`config.mk`:
```
export PLATFORM = sky130hd
export DESIGN_NAME = pifb_top
export DESIGN_NICKNAME = d
export VERILOG_FILES = /design/src/pifb_pkg.sv /design/src/pifb_flag_reg.sv /design/src/pifb_sync2.sv /design/src/pifb_top.sv
export SDC_FILE = /design/constraint.sdc
export NUM_CORES = 1
export LEC_CHECK = 0
export ABC_AREA = 1
export BUFFER_PORTS_ARGS = -buffer_cell sky130_fd_sc_hd__buf_4
export CAP_MARGIN = 0
export CORE_UTILIZATION = 40
export DETAILED_ROUTE_END_ITERATION = 6
export PLACE_DENSITY = 0.72
export REMOVE_ABC_BUFFERS = 1
export SLEW_MARGIN = 20
export SYNTH_ARGS = -nofsm -noshare
export SYNTH_HDL_FRONTEND = slang
export SYNTH_SLANG_ARGS = --single-unit
```
`constraint.sdc`:
```
create_clock -name aclk -period 1.4 [get_ports aclk]
set_clock_uncertainty 0.1 [all_clocks]
set_input_delay 0.14 -clock aclk [delete_from_list [all_inputs] [get_ports aclk]]
set_output_delay 0.14 -clock aclk [all_outputs]
set_load 0.01 [all_outputs]
```
`src/pifb_pkg.sv`:
```
package pifb_pkg;

	// Bus geometry
	localparam int ADDR_W = 6;
	localparam int DATA_W = 32;
	localparam logic [1:0] RESP_OKAY = 2'b00;
	localparam logic [1:0] RESP_SLVERR = 2'b10;

	// Register byte addresses
	localparam logic [ADDR_W-1:0] OFS_FLAGS1 = 6'h00;
	localparam logic [ADDR_W-1:0] OFS_FLAGS2 = 6'h04;
	localparam logic [ADDR_W-1:0] OFS_FLAGS3 = 6'h08;
	localparam logic [ADDR_W-1:0] OFS_FLAGS4 = 6'h0C;
	localparam logic [ADDR_W-1:0] OFS_FLAGS5 = 6'h10;
	localparam logic [ADDR_W-1:0] OFS_ENABLES1 = 6'h14;
	localparam logic [ADDR_W-1:0] OFS_CTRL = 6'h18;
	localparam logic [ADDR_W-1:0] OFS_CAPCMP_MODE = 6'h1C;

	// Implemented and hardware-followed bits per register
	localparam logic [7:0] IMPL_FLAGS1 = 8'h7F;
	localparam logic [7:0] IMPL_FULL = 8'hFF;
	localparam logic [7:0] IMPL_LOW3 = 8'h07;
	localparam logic [7:0] LEVEL_FLAGS1 = 8'h30;
	localparam logic [7:0] LEVEL_FLAGS3 = 8'h30;
	localparam logic [7:0] LEVEL_NONE = 8'h00;
	localparam logic [7:0] FLAG_RESET = 8'h00;

	// Control register fields
	localparam int CTRL_VOLT_DIR = 0;
	localparam int CTRL_PRIO_MODE = 1;
	localparam int CTRL_PERIPH_EN = 6;
	localparam int CTRL_GLOBAL_EN = 7;
	localparam logic [7:0] CTRL_RESET = 8'h00;

	// Capture/compare unit modes, two bits per unit
	localparam int CAPCMP_UNITS = 5;
	localparam logic [1:0] MODE_CAPTURE = 2'b00;
	localparam logic [1:0] MODE_COMPARE = 2'b01;
	localparam logic [1:0] MODE_PWM = 2'b10;
	localparam logic [9:0] CAPCMP_MODE_RESET = 10'h3FF;

	// One-cycle event pulses from peripherals on the core clock
	typedef struct packed {
		logic conv_done;
		logic sync1_done;
		logic timer2_match;
		logic timer1_ovf;
		logic osc_fail;
		logic mem_write;
		logic sync1_collision;
		logic timer3_ovf;
		logic sync2_done;
		logic sync2_collision;
		logic charge_meas;
		logic timer5_gate;
		logic timer3_gate;
		logic timer1_gate;
		logic timer6_match;
		logic timer5_ovf;
		logic timer4_match;
		logic [CAPCMP_UNITS-1:0] capture;
		logic [CAPCMP_UNITS-1:0] compare;
	} pifb_events_t;

	// Buffer state levels from the serial ports, core clock
	typedef struct packed {
		logic ser1_rx_full;
		logic ser1_tx_empty;
		logic ser2_rx_full;
		logic ser2_tx_empty;
	} pifb_levels_t;

	// Analog outputs, asynchronous to the core clock
	typedef struct packed {
		logic comp1_out;
		logic comp2_out;
		logic volt_above;
	} pifb_async_t;

	typedef struct packed {
		logic [7:0] one;
		logic [7:0] two;
		logic [7:0] three;
		logic [7:0] four;
		logic [7:0] five;
	} pifb_flags_t;

endpackage

```
`src/pifb_flag_reg.sv`:
```
module pifb_flag_reg
	import pifb_pkg::*;
#(
	parameter logic [7:0] IMPL = 8'hFF,
	parameter logic [7:0] LEVEL = 8'h00
) (
	input wire logic aclk,
	input wire logic aresetn,
	input wire logic [7:0] set,
	input wire logic [7:0] level,
	input wire logic we,
	input wire logic [7:0] wdata,
	output logic [7:0] q
);
	logic [7:0] next_q;

	// Sticky bits: hardware set ORed after the write, so a set wins
	assign next_q = IMPL & ((LEVEL & level) | (~LEVEL & (set | (we ? wdata : q))));

	always_ff @(posedge aclk) begin
		if (!aresetn) begin
			q <= FLAG_RESET;
		end else begin
			q <= next_q;
		end
	end
endmodule

```
`src/pifb_sync2.sv`:
```
module pifb_sync2 #(
	parameter int W = 3
) (
	input wire logic aclk,
	input wire logic aresetn,
	input wire logic [W-1:0] async_in,
	output logic [W-1:0] sync_out
);
	logic [W-1:0] stage1;

	// Two stages; only the second stage is seen by any logic
	always_ff @(posedge aclk) begin
		if (!aresetn) begin
			stage1 <= '0;
			sync_out <= '0;
		end else begin
			stage1 <= async_in;
			sync_out <= stage1;
		end
	end
endmodule

```
`src/pifb_top.sv`:
```
// Notes on behaviour
// - Flags set regardless of any enable bit
// - Unimplemented bits read zero, ignore writes
// - Converter done flag sticky until software clears
// - Serial one receive flag follows buffer full
// - Serial one transmit flag follows buffer empty
// - Sync port one done flag sticky
// - Capcmp one/two flags by mode, unused PWM
// - Capcmp three to five flags by mode
// - Timer2 period match flag sticky
// - Timer1 overflow flag sticky
// - Oscillator fail flag sticky
// - Comparator flags set on output change
// - Memory write complete flag sticky
// - Sync port one collision flag sticky
// - Voltage flag sets per direction select
// - Timer3 overflow flag sticky
// - Sync port two done and collision flags
// - Serial two flags follow buffer levels
// - Charge and timer gate flags sticky
// - Timer6, timer5, timer4 flags sticky
// - Enable one bits match flags, reset zero
// - Peripheral enable needed when priority mode off
// - Global enable gates the core interrupt, not the request, when priority off
module pifb_top
	import pifb_pkg::*;
(
	input wire logic aclk,
	input wire logic aresetn,
	input wire logic awvalid,
	output logic awready,
	input wire logic [pifb_pkg::ADDR_W-1:0] awaddr,
	input wire logic [2:0] awprot,
	input wire logic wvalid,
	output logic wready,
	input wire logic [pifb_pkg::DATA_W-1:0] wdata,
	input wire logic [3:0] wstrb,
	output logic bvalid,
	input wire logic bready,
	output logic [1:0] bresp,
	input wire logic arvalid,
	output logic arready,
	input wire logic [pifb_pkg::ADDR_W-1:0] araddr,
	input wire logic [2:0] arprot,
	output logic rvalid,
	input wire logic rready,
	output logic [pifb_pkg::DATA_W-1:0] rdata,
	output logic [1:0] rresp,
	input wire pifb_pkg::pifb_events_t events,
	input wire pifb_pkg::pifb_levels_t levels,
	input wire pifb_pkg::pifb_async_t analog,
	output pifb_pkg::pifb_flags_t flags,
	output logic [7:0] enables_one,
	output logic periph_req,
	output logic core_irq
);
	import pifb_pkg::*;

	logic [ADDR_W-1:0] wr_addr;
	logic [7:0] wr_byte;
	logic wr_lane;
	logic [7:0] ctrl;
	logic [9:0] capcmp_mode;
	pifb_async_t analog_sync;
	pifb_async_t analog_prev;
	logic analog_valid;
	logic [1:0] warm_up;
	logic [9:0] wdata_mode;

	// Write channel: each half taken once, response after both
	wire do_write = !awready && !wready && !bvalid;
	wire wr_hit = (wr_addr == OFS_FLAGS1) || (wr_addr == OFS_FLAGS2) ||
		(wr_addr == OFS_FLAGS3) || (wr_addr == OFS_FLAGS4) ||
		(wr_addr == OFS_FLAGS5) || (wr_addr == OFS_ENABLES1) ||
		(wr_addr == OFS_CTRL) || (wr_addr == OFS_CAPCMP_MODE);
	wire wr_en = do_write && wr_lane;
	wire we_flags1 = wr_en && (wr_addr == OFS_FLAGS1);
	wire we_flags2 = wr_en && (wr_addr == OFS_FLAGS2);
	wire we_flags3 = wr_en && (wr_addr == OFS_FLAGS3);
	wire we_flags4 = wr_en && (wr_addr == OFS_FLAGS4);
	wire we_flags5 = wr_en && (wr_addr == OFS_FLAGS5);
	wire we_en1 = wr_en && (wr_addr == OFS_ENABLES1);
	wire we_ctrl = wr_en && (wr_addr == OFS_CTRL);
	wire we_mode = do_write && (wr_addr == OFS_CAPCMP_MODE);

	// Address and data held until the response is accepted
	always_ff @(posedge aclk) begin
		if (!aresetn) begin
			awready <= 1'b1;
			wready <= 1'b1;
			bvalid <= 1'b0;
			bresp <= RESP_OKAY;
			wr_addr <= '0;
			wr_byte <= 8'h00;
			wr_lane <= 1'b0;
		end else begin
			if (awvalid && awready) begin
				awready <= 1'b0;
				wr_addr <= awaddr;
			end
			if (wvalid && wready) begin
				wready <= 1'b0;
				wr_byte <= wdata[7:0];
				wr_lane <= wstrb[0];
			end
			if (do_write) begin
				bvalid <= 1'b1;
				bresp <= wr_hit ? RESP_OKAY : RESP_SLVERR;
			end else if (bvalid && bready) begin
				bvalid <= 1'b0;
				awready <= 1'b1;
				wready <= 1'b1;
			end
		end
	end

	// Comparator and voltage outputs are analog, so resynchronise first
	pifb_sync2 #(
		.W(3)
	) u_sync (
		.aclk(aclk),
		.aresetn(aresetn),
		.async_in(analog),
		.sync_out(analog_sync)
	);

	// Edge history; held off until both sync stages and the history carry pin values,
	// since their reset zeros would fake an edge on a pin that idles high
	always_ff @(posedge aclk) begin
		if (!aresetn) begin
			analog_prev <= '0;
			warm_up <= 2'b00;
			analog_valid <= 1'b0;
		end else begin
			analog_prev <= analog_sync;
			warm_up <= {warm_up[0], 1'b1};
			analog_valid <= warm_up[1];
		end
	end

	wire comp1_chg = analog_valid && (analog_sync.comp1_out != analog_prev.comp1_out);
	wire comp2_chg = analog_valid && (analog_sync.comp2_out != analog_prev.comp2_out);
	wire volt_rise = analog_valid && analog_sync.volt_above && !analog_prev.volt_above;
	wire volt_fall = analog_valid && !analog_sync.volt_above && analog_prev.volt_above;
	wire volt_trip = ctrl[CTRL_VOLT_DIR] ? volt_rise : volt_fall;

	// Capture/compare sets gated by unit mode; PWM mode raises nothing
	logic [CAPCMP_UNITS-1:0] capcmp_set;
	genvar gi;
	generate
		for (gi = 0; gi < CAPCMP_UNITS; gi++) begin : g_capcmp
			wire [1:0] unit_mode = capcmp_mode[2*gi+1:2*gi];
			assign capcmp_set[gi] =
				((unit_mode == MODE_CAPTURE) && events.capture[gi]) ||
				((unit_mode == MODE_COMPARE) && events.compare[gi]);
		end
	endgenerate

	// Set vectors per register, independent of any enable
	wire [7:0] set_one = {1'b0, events.conv_done, 2'b00, events.sync1_done,
		capcmp_set[0], events.timer2_match, events.timer1_ovf};
	wire [7:0] set_two = {events.osc_fail, comp1_chg, comp2_chg, events.mem_write,
		events.sync1_collision, volt_trip, events.timer3_ovf,
		capcmp_set[1]};
	wire [7:0] set_three = {events.sync2_done, events.sync2_collision, 2'b00,
		events.charge_meas, events.timer5_gate, events.timer3_gate,
		events.timer1_gate};
	wire [7:0] set_four = {5'b00000, capcmp_set[4], capcmp_set[3], capcmp_set[2]};
	wire [7:0] set_five = {5'b00000, events.timer6_match, events.timer5_ovf,
		events.timer4_match};
	wire [7:0] lvl_one = {2'b00, levels.ser1_rx_full, levels.ser1_tx_empty, 4'h0};
	wire [7:0] lvl_three = {2'b00, levels.ser2_rx_full, levels.ser2_tx_empty, 4'h0};

	// One flag bank per register; unimplemented bits masked to zero
	pifb_flag_reg #(
		.IMPL(IMPL_FLAGS1),
		.LEVEL(LEVEL_FLAGS1)
	) u_flags1 (
		.aclk(aclk),
		.aresetn(aresetn),
		.set(set_one),
		.level(lvl_one),
		.we(we_flags1),
		.wdata(wr_byte),
		.q(flags.one)
	);

	pifb_flag_reg #(
		.IMPL(IMPL_FULL),
		.LEVEL(LEVEL_NONE)
	) u_flags2 (
		.aclk(aclk),
		.aresetn(aresetn),
		.set(set_two),
		.level(8'h00),
		.we(we_flags2),
		.wdata(wr_byte),
		.q(flags.two)
	);

	pifb_flag_reg #(
		.IMPL(IMPL_FULL),
		.LEVEL(LEVEL_FLAGS3)
	) u_flags3 (
		.aclk(aclk),
		.aresetn(aresetn),
		.set(set_three),
		.level(lvl_three),
		.we(we_flags3),
		.wdata(wr_byte),
		.q(flags.three)
	);

	pifb_flag_reg #(
		.IMPL(IMPL_LOW3),
		.LEVEL(LEVEL_NONE)
	) u_flags4 (
		.aclk(aclk),
		.aresetn(aresetn),
		.set(set_four),
		.level(8'h00),
		.we(we_flags4),
		.wdata(wr_byte),
		.q(flags.four)
	);

	pifb_flag_reg #(
		.IMPL(IMPL_LOW3),
		.LEVEL(LEVEL_NONE)
	) u_flags5 (
		.aclk(aclk),
		.aresetn(aresetn),
		.set(set_five),
		.level(8'h00),
		.we(we_flags5),
		.wdata(wr_byte),
		.q(flags.five)
	);

	// Enables and control; mode needs both lanes, so uses the full word
	always_ff @(posedge aclk) begin
		if (!aresetn) begin
			enables_one <= FLAG_RESET;
			ctrl <= CTRL_RESET;
			capcmp_mode <= CAPCMP_MODE_RESET;
		end else begin
			if (we_en1) begin
				enables_one <= wr_byte & IMPL_FLAGS1;
			end
			if (we_ctrl) begin
				ctrl <= wr_byte;
			end
			if (we_mode) begin
				capcmp_mode <= wdata_mode;
			end
		end
	end

	// Mode word latched at the data handshake; wr_byte keeps only lane 0
	always_ff @(posedge aclk) begin
		if (!aresetn) begin
			wdata_mode <= CAPCMP_MODE_RESET;
		end else if (wvalid && wready) begin
			wdata_mode <= wdata[9:0];
		end
	end

	// Request and gated interrupt, both registered
	wire any_enabled = |(flags.one & enables_one);
	wire prio_on = ctrl[CTRL_PRIO_MODE];
	wire gate_open = prio_on ? (ctrl[CTRL_GLOBAL_EN] || ctrl[CTRL_PERIPH_EN]) :
		(ctrl[CTRL_GLOBAL_EN] && ctrl[CTRL_PERIPH_EN]);

	always_ff @(posedge aclk) begin
		if (!aresetn) begin
			periph_req <= 1'b0;
			core_irq <= 1'b0;
		end else begin
			periph_req <= any_enabled;
			core_irq <= any_enabled && gate_open;
		end
	end

	// Read decode; unmapped addresses answer SLVERR with zero data
	wire [7:0] rd_byte =
		(araddr == OFS_FLAGS1) ? flags.one :
		(araddr == OFS_FLAGS2) ? flags.two :
		(araddr == OFS_FLAGS3) ? flags.three :
		(araddr == OFS_FLAGS4) ? flags.four :
		(araddr == OFS_FLAGS5) ? flags.five :
		(araddr == OFS_ENABLES1) ? enables_one :
		(araddr == OFS_CTRL) ? ctrl : 8'h00;
	wire rd_hit = (araddr <= OFS_CAPCMP_MODE) && (araddr[1:0] == 2'b00);
	wire [DATA_W-1:0] rd_word = (araddr == OFS_CAPCMP_MODE) ?
		{22'h00_0000, capcmp_mode} : {24'h00_0000, rd_byte};

	// Read channel; buffer reads belong to the serial ports, no side effect
	always_ff @(posedge aclk) begin
		if (!aresetn) begin
			arready <= 1'b1;
			rvalid <= 1'b0;
			rdata <= '0;
			rresp <= RESP_OKAY;
		end else if (arvalid && arready) begin
			arready <= 1'b0;
			rvalid <= 1'b1;
			rdata <= rd_word;
			rresp <= rd_hit ? RESP_OKAY : RESP_SLVERR;
		end else if (rvalid && rready) begin
			rvalid <= 1'b0;
			arready <= 1'b1;
		end
	end
endmodule

```
==> reports/results.ini <==
[sta]
period_minus_slack_ns = 1.59
post-route-period-util = 1.14
fmax_mhz = 629
setup_ws_ns = -0.191
hold_viol_final = 0
setup_viol = 50
drv_slew = 0
rsz0062_at_grt = true

[setup_path]
r2r_start = awready$_SDFF_PN1_
start_kind = flip-flop
crit_type = reg2reg
r2r-end = u_flags4.q[0]$_SDFF_PN0_
reg2reg_slack_ns = -0.19
rr_worst_depth = 11
worstPathMaxFanout = 5
worstPathArrival_ns = 1.75
critPathCaptureType = flip-flop
required_ns = 1.56

[logic_synthesis]
yosysWarningCount = 0
ys_seq_area_frac = 0.449
synth.avg_cell_area_um2 = 7.42
synth.top_cell.area_share = 0.449
synth.cell_area_mm2 = 0.00491
syn-instance-count = 661
synth_cell_type_count = 36
synth.area.top_cells = dfxtp_1, nand2_1, inv_1, buf_4, nor2_1
ys_ff_latch = 110
synth_area_leader_cell = dfxtp_1

[power_and_ir_drop]
power_density_mw_per_mm2 = 973
irDropWorstVdd_v = 0.000535
power_w = 0.00706
p_clk_frac = 0.369
switching_share = 0.263
leakagePower_nw = 3.59
p_int_w = 0.00520
combPwrFrac = 0.152
power_switching_w = 0.00186
seqPwrFrac = 0.479

[die]
die_w_um = 113
core_area_mm2 = 0.0120
die_y_um = 113
num_rows = 40
initial_core_util = 0.410
die_area_mm2 = 0.0127
num_io_pins = 186

[global_routing]
grt_pass1_vias = 4512
grt_pass1_wl_um = 23300
grtUsageTotal = 0.236
grt_overflow_total = 0
grt_max_degree = 22
antenna_found_initial = 0

[cells_and_area]
antenna_cells = 0
fin_util = 0.606
final-seq-area_mm2 = 0.00221
n_fill_cell = 1036
fin_cells = 1023
layout_commonest_cell = buf_4
layout_common_cells = buf_4, nand2_1, dfxtp_1
drive_gt1_frac = 0.298
multiInputGateArea_mm2 = 0.00226
nets = 966
syn2layout_area_growth_pct = 47.8

[worst_hold_path]
hp-class = in2reg
hold-path-cell-count = 2
hold_path_end = wdata_mode[9]$_SDFFE_PN1P_
min_from = aresetn

[drt]
routedWlPerCell_um = 14.6
firstDrtPassIters = 5
drtIter0Drc = 308
drc_errors = 0
wirelength_um = 15000
vias = 4950
drtAntennaViolNets = 0
vias_per_cell = 4.84

[placement]
io_buffer_count = 118
hpwl_um = 10300
pre_cts_ws_ns = -0.188
dp_cells = 949
place.gp.congestion = 0.830

[clocking]
clk_pin_slew_worst_paths_ns = 0.07
cts_buffers = 9
htreeDepth = 3
cts.path.max_buffers = 2
insertion_delay_ns = 0.36
cts_tree = built
cts_sinks = 110
cts_root_buf = clkbuf_16

[run_status]
outcome = finished, violations left
violations = setup timing

[flow_run]
cap_viol_max_count = 0

## state kept, by name, indices dropped and copies added, names as in the netlist, 6 cells and up
name / flops
wdata_mode: 10
enables_one: 7
u_flags1.q: 7
ctrl: 8
u_flags3.q: 8
u_flags2.q: 8
capcmp_mode: 10
wr_byte: 8
rdata: 10
wr_addr: 6
## synth_stat cells
cell type	count
o21ai_0	40
nand3_1	41
nor4_4	2
a221oi_1	1
buf_2	3
buf_6	2
a21oi_2	3
o21ai_1	6
clkinv_1	3
inv_1	92
nor2_2	4
clkbuf_1	12
nor2_1	64
o221ai_2	1
nand4_1	4
nor3b_2	1
nor2_4	3
o221ai_1	2
mux2i_1	1
o31ai_1	17
nand2_1	127
o211ai_2	2
o211ai_1	8
a22oi_1	3
conb_1	1
o32ai_1	1
nand2_4	1
dfxtp_1	110
a31oi_1	2
nand2_2	5
a21oi_1	45
buf_4	38
inv_2	10
or2_2	1
a41oi_1	4
clkbuf_2	1
## power by group through the flow
stage / logic (W) / registers (W) / clock network [W]
3_5_place_dp: 0.000884 / 0.00344 / 0
2_1_floorplan: 0.000356 / 0.00346 / 0
3_3_place_gp: 0.000877 / 0.00344 / 0
6_report: 0.00107 / 0.00338 / 0.00261
5_1_grt: 0.00117 / 0.00340 / 0.00273
4_1_cts: 0.00102 / 0.00337 / 0.00262
## through the flow
step / instance area [um2] / TNS [ns] / hold slack [ns]
after floorplan: 4670 / -2.93 / 0.0677
after global placement: 6120 / -1.58 / 0.222
after detailed placement: 6120 / -3.37 / 0.226
after CTS: 7090 / -3.40 / 0.0216
after global routing: 7250 / -10.46 / 0.0409
final: 7250 / -6.54 / 0.0227
## layout make-up
class	count	area share
repair buffers	219	0.259
inverters	105	0.0573
clock buffers	10	0.0316
flip-flops and latches	110	0.304
well taps	147	0.0254
repair inverters	1	0.00104
multi-input cells	425	0.312
clock inverters	6	0.00966
## cell families after synthesis
logic type / Yosys count / synth area share
other: 1 / 0.000764
flip-flops: 110 / 0.449
multiplexers: 1 / 0.00204
AO/OA/AOI/OAI: 135 / 0.166
AND/OR/NAND/NOR: 253 / 0.226
buffers and inverters: 161 / 0.156
## critical path, cell delays in order, from the launching register on
cell and delay, ns:
dfxtp_2 0.32, nor2_2 0.11, nand2_2 0.08, nor2_4 0.15, nand2_1 0.08, inv_2 0.14
buf_6 0.14, nand2_8 0.07, nand2_2 0.07, o211ai_1 0.09, nand2_1 0.09, inv_1 0.05
## worst max-delay path by stage
stage	start	endpoint	slack, ns	depth (start not counted)
2_1_floorplan	bvalid$_SDFFE_PN0P_	enables_one[0]$_SDFFE_PN0P_	-0.22	7
3_3_place_gp	wr_addr[0]$_SDFFE_PN0P_	u_flags2.q[3]$_SDFF_PN0_	-0.11	10
3_5_place_dp	wr_addr[0]$_SDFFE_PN0P_	u_flags2.q[2]$_SDFF_PN0_	-0.19	10
4_1_cts	wr_addr[1]$_SDFFE_PN0P_	capcmp_mode[0]$_SDFFE_PN1P_	-0.14	8
5_1_grt	awready$_SDFF_PN1_	u_flags4.q[0]$_SDFF_PN0_	-0.30	11
6_report	awready$_SDFF_PN1_	u_flags4.q[0]$_SDFF_PN0_	-0.19	11
## layer usage
metal,up-vias,routed length [um],GRT usage
met5,-,0,0
met4,0,536,0.120
met3,40,830,0.0343
met2,200,7030,0.386
met1,2240,6550,0.305
li1,2470,-,-
## repair_timing
item                       4_1_cts  5_1_grt
hold buffers                    46        0
pin swaps                        6       19
setup endpoints to repair       48       53
resized for setup               38       35
setup buffers                    7        4
gates cloned                     3        0
hold endpoints to repair        53        0
Note: power is estimated with default switching activity, not from simulation.
